`config.mk`:
```
export PLATFORM = sky130hd
export DESIGN_NAME = lcr_router
export DESIGN_NICKNAME = d
export VERILOG_FILES = /design/src/lcr_pkg.sv /design/src/lcr_router.sv
export SDC_FILE = /design/constraint.sdc
export NUM_CORES = 1
export LEC_CHECK = 0
export BUFFER_PORTS_ARGS = -buffer_cell sky130_fd_sc_hd__buf_2
export CAP_MARGIN = 25
export CORE_MARGIN = 2
export CORE_UTILIZATION = 32
export DETAILED_ROUTE_END_ITERATION = 16
export GPL_ROUTABILITY_DRIVEN = 0
export MAX_ROUTING_LAYER = met4
export PLACE_DENSITY = 0.59
export SLEW_MARGIN = 15
export SYNTH_ARGS = -nofsm -noshare
export SYNTH_HDL_FRONTEND = slang
export SYNTH_SLANG_ARGS = --single-unit
```
`constraint.sdc`:
```
create_clock -name clk_in -period 7.4 [get_ports clk_in]
set_input_delay 1.85 -clock clk_in [delete_from_list [all_inputs] [get_ports clk_in]]
set_output_delay 1.85 -clock clk_in [all_outputs]
set_load 0.1 [all_outputs]
```
`src/lcr_pkg.sv`:
```
// Constants, register map and traffic-class encodings for the cache port
// configuration and routing block.
// Assumes a single clock domain and an APB register bus with 32-bit data.

package lcr_pkg;

  localparam int LCR_DATA_W = 64;

  // Register byte offsets.
  localparam logic [11:0] LCR_OFF_CTRL     = 12'h000;
  localparam logic [11:0] LCR_OFF_AUX      = 12'h004;
  localparam logic [11:0] LCR_OFF_LAT      = 12'h008;
  localparam logic [11:0] LCR_OFF_FLT_BASE = 12'h00c;
  localparam logic [11:0] LCR_OFF_FLT_MASK = 12'h010;
  localparam logic [11:0] LCR_OFF_STATUS   = 12'h014;
  localparam logic [11:0] LCR_OFF_BUILD    = 12'h018;

  // Field positions.
  localparam int LCR_CTRL_FLT_EN   = 0;
  localparam int LCR_AUX_WAY_LO    = 0;
  localparam int LCR_AUX_ASSOC     = 3;
  localparam int LCR_AUX_USE_REG   = 4;

  // Reset values.
  localparam logic [2:0] LCR_WAY_RST   = 3'h1;
  localparam logic       LCR_ASSOC_RST = 1'b0;
  localparam logic [2:0] LCR_LAT_RST   = 3'h7;
  localparam int         LCR_ID_W_DEF  = 5;

  // Traffic classes arriving at the router.
  typedef enum logic [2:0] {
    LCR_UNCACHED_READ,
    LCR_UNBUF_WRITE,
    LCR_LINEFILL,
    LCR_ALLOC_READ,
    LCR_BUF_WRITE,
    LCR_EVICTION
  } lcr_class_e;

  // Source of a request.
  typedef enum logic [1:0] {
    LCR_SRC_SLAVE0,
    LCR_SRC_SLAVE1,
    LCR_SRC_WBUF,
    LCR_SRC_VICTIM
  } lcr_src_e;

endpackage : lcr_pkg

```
`src/lcr_router.sv`:
```
// Configuration registers and master port routing for a second-level cache.
// Assumes one clock, an APB master driving the registers, and upstream logic
// presenting one classified request per cycle with valid/ready handshake.
//
// Local design decisions: the APB slave port and the register addresses.
`timescale 1ns/1ps

module lcr_router
  import lcr_pkg::*;
#(
  parameter bit SECOND_SLAVE_OPTION     = 1'b0,
  parameter bit SECOND_MASTER_OPTION    = 1'b0,
  parameter bit RANGE_FILTER_OPTION     = 1'b0,
  parameter bit SIXTEEN_WAY_OPTION      = 1'b0,
  parameter bit DATA_RAM_BANKING_OPTION = 1'b0,
  parameter bit PARITY_OPTION           = 1'b0,
  parameter bit LOCK_BY_REQUESTER_OPTION = 1'b0,
  parameter bit LOCK_BY_LINE_OPTION     = 1'b0,
  parameter bit SPECULATIVE_READ_OPTION = 1'b0,
  parameter bit MASTER_SIDEBAND_OPTION  = 1'b0,
  parameter int SLAVE_ID_WIDTH_PARAM    = LCR_ID_W_DEF,
  parameter int ADDR_W                  = 32
) (
  // Clock, reset, enable.
  input  wire logic                   clk_in,
  input  wire logic                   sys_rst_in,
  input  wire logic                   clk_en_in,
  // APB slave.
  input  wire logic                   psel_in,
  input  wire logic                   penable_in,
  input  wire logic                   pwrite_in,
  input  wire logic [11:0]            paddr_in,
  input  wire logic [31:0]            pwdata_in,
  output logic      [31:0]            prdata_out,
  output logic                        pready_out,
  output logic                        pslverr_out,
  // Configuration pins, from outside the clock domain.
  input  wire logic [2:0]             way_size_select_in,
  input  wire logic                   associativity_in,
  // Request stream.
  input  wire logic                   req_valid_in,
  output logic                        req_ready_out,
  input  wire logic [2:0]             req_class_in,
  input  wire logic [1:0]             req_src_in,
  input  wire logic [ADDR_W-1:0]      req_addr_in,
  input  wire logic [SLAVE_ID_WIDTH_PARAM:0] req_id_in,
  // Master port zero.
  output logic                        mst0_valid_out,
  input  wire logic                   mst0_ready_in,
  output logic [ADDR_W-1:0]           mst0_addr_out,
  output logic [SLAVE_ID_WIDTH_PARAM+2:0] mst0_id_out,
  output logic [2:0]                  mst0_class_out,
  // Master port one.
  output logic                        mst1_valid_out,
  input  wire logic                   mst1_ready_in,
  output logic [ADDR_W-1:0]           mst1_addr_out,
  output logic [SLAVE_ID_WIDTH_PARAM+2:0] mst1_id_out,
  output logic [2:0]                  mst1_class_out,
  // Effective configuration.
  output logic [2:0]                  way_size_out,
  output logic                        sixteen_way_out,
  output logic [2:0]                  ram_latency_out
);

  localparam int SID_W = SLAVE_ID_WIDTH_PARAM + 1;
  localparam int MID_W = SLAVE_ID_WIDTH_PARAM + 3;
  localparam int ENT_W = ADDR_W + SID_W + 3 + 2;

  // Illegal option sets are narrowed to the nearest legal build, so that a
  // second master never exists without a second slave, nor a filter
  // without a second master.
  localparam bit M1_ON  = SECOND_MASTER_OPTION && SECOND_SLAVE_OPTION;
  localparam bit FLT_ON = RANGE_FILTER_OPTION && M1_ON;

  // Registers.
  logic              flt_en;
  logic [2:0]        way_reg;
  logic              assoc_reg;
  logic              use_reg;
  logic [2:0]        lat_reg;
  logic [ADDR_W-1:0] flt_base;
  logic [ADDR_W-1:0] flt_mask;
  logic [2:0]        way_s1, way_s2;
  logic              asc_s1, asc_s2;
  logic [31:0]       next_rdata;
  logic              addr_ok;
  logic [1:0]        cnt;

  wire apb_acc = psel_in && penable_in && clk_en_in;
  wire apb_wr  = apb_acc && pwrite_in && addr_ok;

  // Pin synchronisers.
  always_ff @(posedge clk_in) begin
    if (sys_rst_in) begin
      way_s1 <= LCR_WAY_RST;
      way_s2 <= LCR_WAY_RST;
      asc_s1 <= LCR_ASSOC_RST;
      asc_s2 <= LCR_ASSOC_RST;
    end else if (clk_en_in) begin
      way_s1 <= way_size_select_in;
      way_s2 <= way_s1;
      asc_s1 <= associativity_in;
      asc_s2 <= asc_s1;
    end
  end

  // Software-written configuration.
  always_ff @(posedge clk_in) begin
    if (sys_rst_in) begin
      flt_en    <= 1'b0;
      way_reg   <= LCR_WAY_RST;
      assoc_reg <= LCR_ASSOC_RST;
      use_reg   <= 1'b0;
      lat_reg   <= LCR_LAT_RST;
      flt_base  <= '0;
      flt_mask  <= '0;
    end else if (apb_wr) begin
      unique case (paddr_in)
        LCR_OFF_CTRL: flt_en <= pwdata_in[LCR_CTRL_FLT_EN] && FLT_ON;
        LCR_OFF_AUX: begin
          way_reg   <= pwdata_in[LCR_AUX_WAY_LO +: 3];
          assoc_reg <= pwdata_in[LCR_AUX_ASSOC];
          use_reg   <= pwdata_in[LCR_AUX_USE_REG];
        end
        LCR_OFF_LAT:      lat_reg  <= pwdata_in[2:0];
        LCR_OFF_FLT_BASE: flt_base <= pwdata_in[ADDR_W-1:0];
        LCR_OFF_FLT_MASK: flt_mask <= pwdata_in[ADDR_W-1:0];
        default: ;
      endcase
    end
  end

  // Effective configuration outputs.
  logic [2:0] way_pick;
  logic       asc_pick;
  always_comb begin
    way_pick = use_reg ? way_reg : way_s2;
    asc_pick = use_reg ? assoc_reg : asc_s2;
    // Codes outside 16KB..512KB clamp to the nearest legal size.
    if (way_pick == 3'h0) way_pick = 3'h1;
    if (way_pick == 3'h7) way_pick = 3'h6;
  end

  always_ff @(posedge clk_in) begin
    if (sys_rst_in) begin
      way_size_out    <= LCR_WAY_RST;
      sixteen_way_out <= LCR_ASSOC_RST;
      ram_latency_out <= LCR_LAT_RST;
    end else if (clk_en_in) begin
      way_size_out    <= way_pick;
      sixteen_way_out <= asc_pick && SIXTEEN_WAY_OPTION;
      ram_latency_out <= lat_reg;
    end
  end

  // Read mux; status shows buffer occupancy, effective way size and sixteen-way mode, build shows the options.
  always_comb begin
    addr_ok    = 1'b1;
    next_rdata = 32'h0;
    unique case (paddr_in)
      LCR_OFF_CTRL:     next_rdata[0] = flt_en;
      LCR_OFF_AUX:      next_rdata[4:0] = {use_reg, assoc_reg, way_reg};
      LCR_OFF_LAT:      next_rdata[2:0] = lat_reg;
      LCR_OFF_FLT_BASE: next_rdata[ADDR_W-1:0] = flt_base;
      LCR_OFF_FLT_MASK: next_rdata[ADDR_W-1:0] = flt_mask;
      LCR_OFF_STATUS:   next_rdata[5:0] = {sixteen_way_out, way_size_out,
                                           cnt};
      LCR_OFF_BUILD:    next_rdata[9:0] = {MASTER_SIDEBAND_OPTION,
                                           SPECULATIVE_READ_OPTION,
                                           LOCK_BY_LINE_OPTION,
                                           LOCK_BY_REQUESTER_OPTION,
                                           PARITY_OPTION,
                                           DATA_RAM_BANKING_OPTION,
                                           SIXTEEN_WAY_OPTION,
                                           RANGE_FILTER_OPTION,
                                           SECOND_MASTER_OPTION,
                                           SECOND_SLAVE_OPTION};
      default:          addr_ok = 1'b0;
    endcase
  end

  // Zero-wait APB answer registered in the setup cycle.
  always_ff @(posedge clk_in) begin
    if (sys_rst_in) begin
      prdata_out  <= 32'h0;
      pready_out  <= 1'b0;
      pslverr_out <= 1'b0;
    end else if (clk_en_in) begin
      pready_out  <= psel_in && !penable_in;
      pslverr_out <= psel_in && !penable_in && !addr_ok;
      prdata_out  <= next_rdata;
    end
  end

  // Two-entry request buffer: a stalled master port loses no request.
  logic [ENT_W-1:0] buf_mem [2];
  logic             wr_ptr, rd_ptr;
  wire              in_fire = req_valid_in && req_ready_out && clk_en_in;
  logic             out_fire;

  always_ff @(posedge clk_in) begin
    if (sys_rst_in) begin
      wr_ptr <= 1'b0;
      rd_ptr <= 1'b0;
      cnt    <= 2'h0;
    end else begin
      if (in_fire) begin
        buf_mem[wr_ptr] <= {req_class_in, req_src_in, req_addr_in,
                            req_id_in};
        wr_ptr <= ~wr_ptr;
      end
      if (out_fire) rd_ptr <= ~rd_ptr;
      cnt <= cnt + 2'(in_fire) - 2'(out_fire);
    end
  end

  always_ff @(posedge clk_in) begin
    if (sys_rst_in) req_ready_out <= 1'b1;
    else req_ready_out <= (cnt + 2'(in_fire) - 2'(out_fire)) != 2'h2;
  end

  // Route decision for the head entry.
  logic [2:0]        h_cls;
  logic [1:0]        h_src;
  logic [ADDR_W-1:0] h_addr;
  logic [SID_W-1:0]  h_id;
  logic              in_range, to_one, rr;
  assign {h_cls, h_src, h_addr, h_id} = buf_mem[rd_ptr];

  always_comb begin
    in_range = ((h_addr ^ flt_base) & flt_mask) == '0;
    to_one   = 1'b0;
    if (!M1_ON) begin
      to_one = 1'b0;
    end else if (flt_en) begin
      to_one = in_range;
    end else begin
      unique case (h_cls)
        LCR_UNCACHED_READ: to_one = (h_src == LCR_SRC_SLAVE1);
        LCR_UNBUF_WRITE:   to_one = (h_src == LCR_SRC_SLAVE1);
        LCR_LINEFILL,
        LCR_ALLOC_READ:    to_one = rr;
        LCR_BUF_WRITE,
        LCR_EVICTION:      to_one = rr;
        default:           to_one = 1'b0;
      endcase
    end
  end

  // Output stage: one registered slot per master port.
  wire head_ok = cnt != 2'h0;
  wire slot_free = to_one ? (!mst1_valid_out || mst1_ready_in)
                          : (!mst0_valid_out || mst0_ready_in);
  assign out_fire = head_ok && slot_free && clk_en_in;

  // Master IDs gain two bits naming the source.
  wire [MID_W-1:0] h_mid = {h_src, h_id};

  always_ff @(posedge clk_in) begin
    if (sys_rst_in) begin
      mst0_valid_out <= 1'b0;
      mst0_addr_out  <= '0;
      mst0_id_out    <= '0;
      mst0_class_out <= 3'h0;
      mst1_valid_out <= 1'b0;
      mst1_addr_out  <= '0;
      mst1_id_out    <= '0;
      mst1_class_out <= 3'h0;
      rr             <= 1'b0;
    end else if (clk_en_in) begin
      if (mst0_ready_in) mst0_valid_out <= 1'b0;
      if (mst1_ready_in || !M1_ON) mst1_valid_out <= 1'b0;
      if (out_fire) begin
        if (to_one) begin
          mst1_valid_out <= 1'b1;
          mst1_addr_out  <= h_addr;
          mst1_id_out    <= h_mid;
          mst1_class_out <= h_cls;
        end else begin
          mst0_valid_out <= 1'b1;
          mst0_addr_out  <= h_addr;
          mst0_id_out    <= h_mid;
          mst0_class_out <= h_cls;
        end
        if (h_cls >= LCR_LINEFILL) rr <= ~rr;
      end
    end
  end

endmodule : lcr_router

```
==> results of run 1 <==
==> power breakdown <==
group	switching (mW)	internal [mW]
sequential	0.0579	1.56
combinational	1.00	0.229
clock	0.561	0.885
==> synth_stat cells (2+ instances only) <==
cell and count:
dfxtp_1 167, edfxtp_1 86, nor2_1 86, nand3_1 76, a21oi_1 75, o21ai_0 75, a211oi_1 73, mux2i_1 50
buf_4 48, clkbuf_1 43, a22oi_1 27, buf_2 22, nor2b_1 11, nand2_1 10, buf_1 8, a211o_1 6
buf_6 5, mux2_2 5, nand2b_1 5, nand3b_1 5, a32oi_1 4, and2_1 4, inv_1 4, and4_1 3
nor3_1 3, xnor2_1 3, and3_1 2, ha_1 2, o2111ai_1 2, or3_1 2
==> critical path, cell delays in order <==
cell and delay (ns):
buf_2 0.10, nor3_1 0.72, and4_2 0.95, a22oi_1 0.22, a211oi_1 0.31
==> worst paths after layout <==
check	from	endpoint	cells after the start
worst min register to register	way_s1[0]$_SDFFE_PP1P_	way_s2[0]$_SDFFE_PP1P_	1
worst max-delay path	paddr_in[5]	prdata_out[7]$_SDFFE_PP0P_	5
worst min-delay path	way_s1[0]$_SDFFE_PP1P_	way_s2[0]$_SDFFE_PP1P_	1
worst max register to register	req_ready_out$_SDFF_PP1_	buf_mem[1][36]$_DFFE_PP_	3
==> cells by family (layout without fill, tap and decap cells) <==
family / after synthesis / count (layout) / share of synthesized area, %
AOI/OAI and AO/OA: 270 / 270 / 16.7
DFF: 253 / 253 / 59.2
and+or+nand+nor: 213 / 213 / 10.5
buffers and inverters: 130 / 251 / 7.33
muxes: 55 / 55 / 5.57
xor gates and xnor gates: 4 / 4 / 0.350
adders and majority gates: 2 / 2 / 0.250
other: 1 / 49 / 0.0375
==> area by class of cell <==
class                           instances  area (sq um)
Clock buffer                           39           866
Fill cell                            3007         18700
Timing Repair Buffer                  195          1010
Tap cell                              396           495
Inverter                                4          15.0
Antenna cell                            4          10.0
Multi-Input combinational cell        589          3540
Clock inverter                         13           126
Sequential cell                       253          5930
==> layout by cell type, fill, tap and decap left out, types with 6 or more instances in the layout <==
cell type    n
buf_2      181
buf_4       13
nor2b_1     11
nor2_1      86
o21ai_0     75
mux2i_1     50
clkbuf_16   31
nand2_1     10
clkbuf_8     6
dfxtp_1    166
a211oi_1    73
clkinv_2     7
conb_1      45
nand3_1     75
a21oi_1     74
edfxtp_1    86
a211o_1      6
a22oi_1     27
==> per-layer routing <==
layer | track usage (%) | wire length [um]
met1 | 19.0 | 10700
met2 | 22.8 | 11000
met3 | 5.62 | 2640
met4 | 3.35 | 478
met5 | - | 0
==> metrics.txt, run 1 <==
share of cells above drive strength 1 24.0%; Util after Layout 39.1%; setup TNS 0 ns; number of synthesized flops with an enable pin 86; first-pass GRT wire length 39000 um; Initial Util 32.6%; crit path launch type input port; Num CTS Buffers 28; sequential share of the synthesized area 59.2%; MaxCap Viol Count 0; RSZ-0062 raised after global routing false; initial antenna violation count 4; clock skew 0.00729 ns; Leak 4.34 nW; Setup Fix Bufs, Post-CTS 0; Placement Setup Slack 3.16 ns; Synth area leader dfxtp_1; DP Wirelength 15200 um; fin worst setup slack 3.67 ns; Synth Warn # 0; Cell Area, Synth 10000 sq um; worst skew pair latency 0.53 ns; non-filler cells, final 1493; Via Count 7418; Die Ht 181 um; clock-pin slew on the worst setup and hold paths 0.06 ns; Nets 1173; Final period util 50.3%; CP max FO 31; # DRC 0; Area Overhead vs Synth 19.9%; wirelength, routed 24800 um; Final Setup Violations 0; PnR Total Power 4.29 mW; remaining antenna violation count after routing 0; core area 30700 sq um; HP Class reg2reg; Final Critical Period 3.73 ns; vias in the first global route 7061; mean routed wirelength per cell 16.6 um; count of cell types in the netlist 46; final hold slack 0.461 ns; VDD IR-drop max 0.243 mV; Req. time, crit path 7.83 ns; Least-Margin Pin Slew 1.05 ns; max-slew violation count 0; Synth top area share 33.4%; status completed; CTS resizes 0; final hold vios 0; Starting DRT DRC Count 449; Sink Count 253; standard-cell row count 64; Reg2Reg Setup Slack 5.12 ns; Finished Cell Area 12000 sq um; post-synthesis async set-or-reset flop share 0%; clk buf depth 3; Root Driver clkbuf_16; aggregate global routing overflow 0; crit path DAT 4.15 ns; top post-synthesis cells by area dfxtp_1 (33%), edfxtp_1 (26%), a211oi_1 (5.5%); count of hold-fix buffers inserted at cts 0; crit path capture type flop; Largest Register buf_mem; top_reg_cell synth dfxtp_1; Placed Instance Area 11000 sq um; die extent in x 181 um; DR pass1 iterations 6; Largest register FFs 86; highest clock rate 0.268 GHz; All-Layer GR Usage 15.0%; H-tree Lvls 1; IO buf count 182; gate count after technology mapping 928; Slew HR 30.0%; largest net degree at the start of global routing 95; CTS tree built; power per cell area 358 nW/um^2; die area 32700 sq um; average size of a mapped cell 10.8 sq um; average vias per placed instance 4.97; kind of critical path in2reg; Synth Register Bits 253; placed insts 1437; io pins 230
No activity file was read; power rests on OpenSTA's default activity.
==> run 2, diff against run 1 <==
--- a/config.mk
+++ b/config.mk
@@ -5,6 +5,7 @@
 export SDC_FILE = /design/constraint.sdc
 export NUM_CORES = 1
 export LEC_CHECK = 0
+export ABC_AREA = 1
 export BUFFER_PORTS_ARGS = -buffer_cell sky130_fd_sc_hd__buf_2
 export CAP_MARGIN = 25
 export CORE_MARGIN = 2
==> constraint.sdc (replaced) <==
create_clock -name clk_in -period 3.6 [get_ports clk_in]
set_input_delay 0.9 -clock clk_in [delete_from_list [all_inputs] [get_ports clk_in]]
set_output_delay 0.9 -clock clk_in [all_outputs]
set_load 0.1 [all_outputs]
==> run 2 against run 1 <==
Critical path depth grew 6. Clock power grew 110%. Largest cell class unchanged. Clock-buffer cell count is the same. Sequential power grew 110%. Die area grew 8.3%. Core utilization shrank 0.53 points.
==> metrics.txt, run 2 <==
Final Critical Period 2.45 ns; clock skew 0.0209 ns; cells on worst reg2reg path 9; largest net degree at the start of global routing 89; Placement Setup Slack 0.547 ns; CP max FO 32; All-Layer GR Usage 15.0%; Synth top area share 30.8%; Largest Register buf_mem; max-slew violation count 0; core area 33400 sq um; count leader, synth nand2_1; Die Ht 188 um; Starting DRT DRC Count 431; Via Count 8680; io pins 230; crit path launch type input port; CP Cell Sequence buf_2 -> nor2_1 -> nand2_1 -> nor2_1 -> nand2_2 -> buf_4 -> inv_2 -> nand3_4 -> nand2_1 -> inv_2 -> nor2_1; commonest non-fill, non-tap cells in the layout nand2_1 (271), buf_2 (182), dfxtp_1 (166), inv_1 (156), nor2_1 (114); Synth area leader dfxtp_1; CTS resizes 0; standard-cell row count 67; VDD IR-drop max 0.535 mV; setup TNS 0 ns; Final Setup Violations 0; RSZ-0062 raised after global routing false; non-filler cells, final 1909; status completed; commonest non-fill, non-tap cell in the layout nand2_1; final hold slack 0.466 ns; Req. time, crit path 4.08 ns; average vias per placed instance 4.55; Largest register FFs 86; Area Overhead vs Synth 18.9%; average size of a mapped cell 8.42 sq um; crit-path max cell delay 0.46 ns; # DRC 0; highest clock rate 0.408 GHz; fin worst setup slack 1.15 ns; share of cells above drive strength 1 22.4%; top post-synthesis cells by area dfxtp_1 (31%), edfxtp_1 (24%), nand2_1 (9.4%); IO buf count 182; Least-Margin Pin Slew 0.813 ns; DP Wirelength 16000 um; H-tree Lvls 1; DR pass1 iterations 4; Util after Layout 38.6%; Cell Area, Synth 10900 sq um; first-pass GRT wire length 42000 um; Synth Warn # 0; aggregate global routing overflow 0; CTS tree built; Initial Util 32.4%; gate count after technology mapping 1288; Slew HR 45.8%; number of synthesized flops with an enable pin 86; Synth Register Bits 253; count of cell types in the netlist 35; Max stage delay cell, worst path nand3_4; post-synthesis async set-or-reset flop share 0%; die area 35400 sq um; cell repeated most along the worst path nor2_1; vias in the first global route 8131; top_reg_cell synth dfxtp_1; wirelength, routed 26300 um; Sink Count 253; sequential share of the synthesized area 54.6%; crit path DAT 2.93 ns; HP Class reg2reg; r2r endpoint req_ready_out$_SDFF_PP1_; die extent in x 188 um; count of hold-fix buffers inserted at cts 0; Worst Hold Launch pslverr_out$_SDFFE_PP0P_; Num CTS Buffers 28; Nets 1536; remaining antenna violation count after routing 0; Root Driver clkbuf_16; clock-pin slew on the worst setup and hold paths 0.06 ns; origin of the critical flop-to-flop path cnt[0]$_SDFF_PP0_; MaxCap Viol Count 0; final hold vios 0; most frequent cells after synthesis nand2_1 (271), dfxtp_1 (167), inv_1 (157); worst skew pair latency 0.55 ns; Reg2Reg Setup Slack 1.67 ns; WHS Path Cells 2; mean routed wirelength per cell 13.8 um; placed insts 1852; Final period util 68.1%; initial antenna violation count 5; crit path capture type flop; PnR Total Power 8.91 mW; kind of critical path in2reg; Leak 5.90 nW; Setup Fix Bufs, Post-CTS 0; clk buf depth 3; Placed Instance Area 11900 sq um; Finished Cell Area 12900 sq um; Hold Path Sink pslverr_out$_SDFFE_PP0P_; power per cell area 691 nW/um^2
## run 2: layout make-up
cell class / instances / area [sq um]
fillers: 3364 / 20500
flip-flops and latches: 253 / 5930
multi-input cells: 729 / 3530
repair buffers: 197 / 1060
inverters: 225 / 847
clock buffers: 39 / 772
well taps: 448 / 561
clock inverters: 13 / 195
diodes: 5 / 12.5
## run 2: per-layer routing
layer	wire [um]	track usage, %	vias up
met5	0	-	-
met4	696	4.21	0
met3	2210	4.72	54
met2	12000	24.8	267
met1	11300	17.6	3980
li1	-	-	4379
## run 2: report_power, final
group / internal, mW / switching, mW
combinational: 0.364 / 2.23
clock: 1.85 / 1.14
sequential: 3.21 / 0.121
## run 2: worst max-delay path: cells and delay by family
| kind | cells | cell delay [ns] |
|---|---|---|
| buf+inv | 4 | 0.77 |
| simple gates | 7 | 1.24 |
## run 2: worst max-delay path by stage
stage | to | from | cells after the start | slack, ns
after global routing | flt_base[16]$_SDFFE_PP0P_ | paddr_in[7] | 11 | 0.92
after CTS | flt_base[3]$_SDFFE_PP0P_ | paddr_in[7] | 11 | 1.10
final | flt_base[28]$_SDFFE_PP0P_ | paddr_in[7] | 11 | 1.15
after global placement | flt_base[25]$_SDFFE_PP0P_ | paddr_in[5] | 11 | 0.61
after floorplan | buf_mem[0][0]$_DFFE_PP_ | clk_en_in | 4 | 0.56
after detailed placement | flt_base[28]$_SDFFE_PP0P_ | paddr_in[7] | 11 | 0.55
## run 2: logic make-up after synthesis
kind of cell	share of synthesized area, %
AO/OA/AOI/OAI	9.85
XOR/XNOR	0.0807
adder cells (fa/ha/maj)	0.231
buffers and inverters	14.6
flip-flops	54.6
other	0.0346
AND/OR/NAND/NOR	20.5
==> run 3, diff against run 2 <==
==> constraint.sdc (replaced) <==
create_clock -name clk_in -period 2.32 [get_ports clk_in]
set_input_delay 0.58 -clock clk_in [delete_from_list [all_inputs] [get_ports clk_in]]
set_output_delay 0.58 -clock clk_in [all_outputs]
set_load 0.1 [all_outputs]
==> run 3 against run 2 <==
Routed wire length rose by 0.38%. Non-clock buffer count rose by 16. Global-route usage rose by 0.20 points. Clock-buffer cell count did not move. Critical path type is now reg2out. Critical endpoint is now way_size_out[2]. Largest cell class unchanged. Highest routed layer unchanged.
==> metrics.txt, run 3 (synthesis gave the netlist of run 2 again) <==
status completed; highest clock rate 0.513 GHz; # DRC 0; Num CTS Buffers 29; IO buf count 182; CP Cell Sequence buf_2; Fillers 3390; first-pass GRT wire length 42600 um; Final period util 84.0%; crit path DAT 1.37 ns; Final Setup Violations 0; Clock Power Share 32.4%; clk buf depth 3; Starting DRT DRC Count 470; DP Wirelength 17100 um; Gate power share 29.6%; Buf/Inv on CP 1; Final Critical Period 1.95 ns; Least-Margin Pin Slew 0.796 ns; H-tree Lvls 1; Area Overhead vs Synth 20.8%; clock skew 0.0133 ns; MaxCap Viol Count 0; final hold slack 0.209 ns; CTS resizes 0; P_sw 5.49 mW; standard-cell row count 67; crit path capture type primary output; placed insts 1868; Initial Util 32.4%; crit path launch type flop; vias in the first global route 8460; kind of critical path reg2out; power per cell area 1040 nW/um^2; initial antenna violation count 7; die extent in x 188 um; core area 33400 sq um; crit-path max cell delay 0.45 ns; aggregate global routing overflow 0; largest net degree at the start of global routing 89; CTS tree built; Via Count 8661; mean routed wirelength per cell 13.7 um; commonest non-fill, non-tap cell in the layout nand2_1; All-Layer GR Usage 15.2%; count of hold-fix buffers inserted at cts 0; Largest Register buf_mem; non-filler cells, final 1929; CP top delay family buffers and inverters; Setup Fix Bufs, Post-CTS 0; register share of total power 37.9%; io pins 230; max-slew violation count 0; wirelength, routed 26400 um; HP Class in2reg; flip-flop and latch area 5930 sq um; Leak 5.98 nW; Pint 8.17 mW; Root Driver clkbuf_16; clock-pin slew on the worst setup and hold paths 0.06 ns; worst skew pair latency 0.55 ns; CP max FO 3; VDD IR-drop max 0.926 mV; final hold vios 0; RSZ-0062 raised after global routing false; Switching Share 40.2%; Sink Count 253; Die Ht 188 um; commonest non-fill, non-tap cells in the layout nand2_1 (271), buf_2 (182), dfxtp_1 (165), inv_1 (156), nor2_1 (114); DR pass1 iterations 5; Req. time, crit path 1.74 ns; Slew HR 46.9%; remaining antenna violation count after routing 0; Largest register FFs 86; die area 35400 sq um; share of cells above drive strength 1 23.4%; Nets 1553; average vias per placed instance 4.49; area of the multi-input gates 3540 sq um; Max stage delay cell, worst path buf_2
-- run 3: power groups by stage --
stage               sequential, mW  clock [mW]  combinational (mW)
floorplan                     7.43           0                1.21
global placement              5.26           0                4.05
detailed placement            5.27           0                4.08
CTS                           5.18        4.57                4.08
global route                  5.23        4.73                4.27
finish                        5.18        4.43                4.05
-- run 3: cell type report --
type	count	area share (%)
multi-input combinational	729	27.0
tap	448	4.28
inverter	225	6.46
clock inverter	15	1.11
antenna	7	0.134
timing repair buffer	213	9.78
clock buffer	39	5.98
sequential	253	45.2
-- run 3: path summary, 6_finish.rpt --
check / from / end / slack [ns] / cells past startpoint
max reg2reg: cnt[0]$_SDFF_PP0_ / req_ready_out$_SDFF_PP1_ / 0.43 / 9
max: way_size_out[2]$_SDFFE_PP0P_ / way_size_out[2] / 0.37 / 1
min reg2reg: way_s2[0]$_SDFFE_PP1P_ / way_s2[0]$_SDFFE_PP1P_ / 0.46 / 2
min: req_addr_in[21] / buf_mem[0][27]$_DFFE_PP_ / 0.21 / 1
-- run 3: routing by layer --
metal	part of all wire (%)	vias up	GRT usage, %
met4	1.7	0	3.12
li1	-	4403	-
met1	43	3958	17.6
met3	8.9	37	4.94
met5	0	-	-
met2	47	263	25.9
-- run 3: per-stage QoR --
step	power, mW	TNS, ns	utilization [%]	worst slack, ns	instance area [sq um]
after floorplan	8.64	-5.19	-	-0.121	11100
after detailed placement	9.34	0	36.3	0.115	12200
after CTS	13.8	0	39.1	0.337	13100
after global routing	14.2	0	39.2	0.274	13100
final	13.7	0	39.2	0.371	13100
after global placement	9.31	0	36.3	0.131	12200
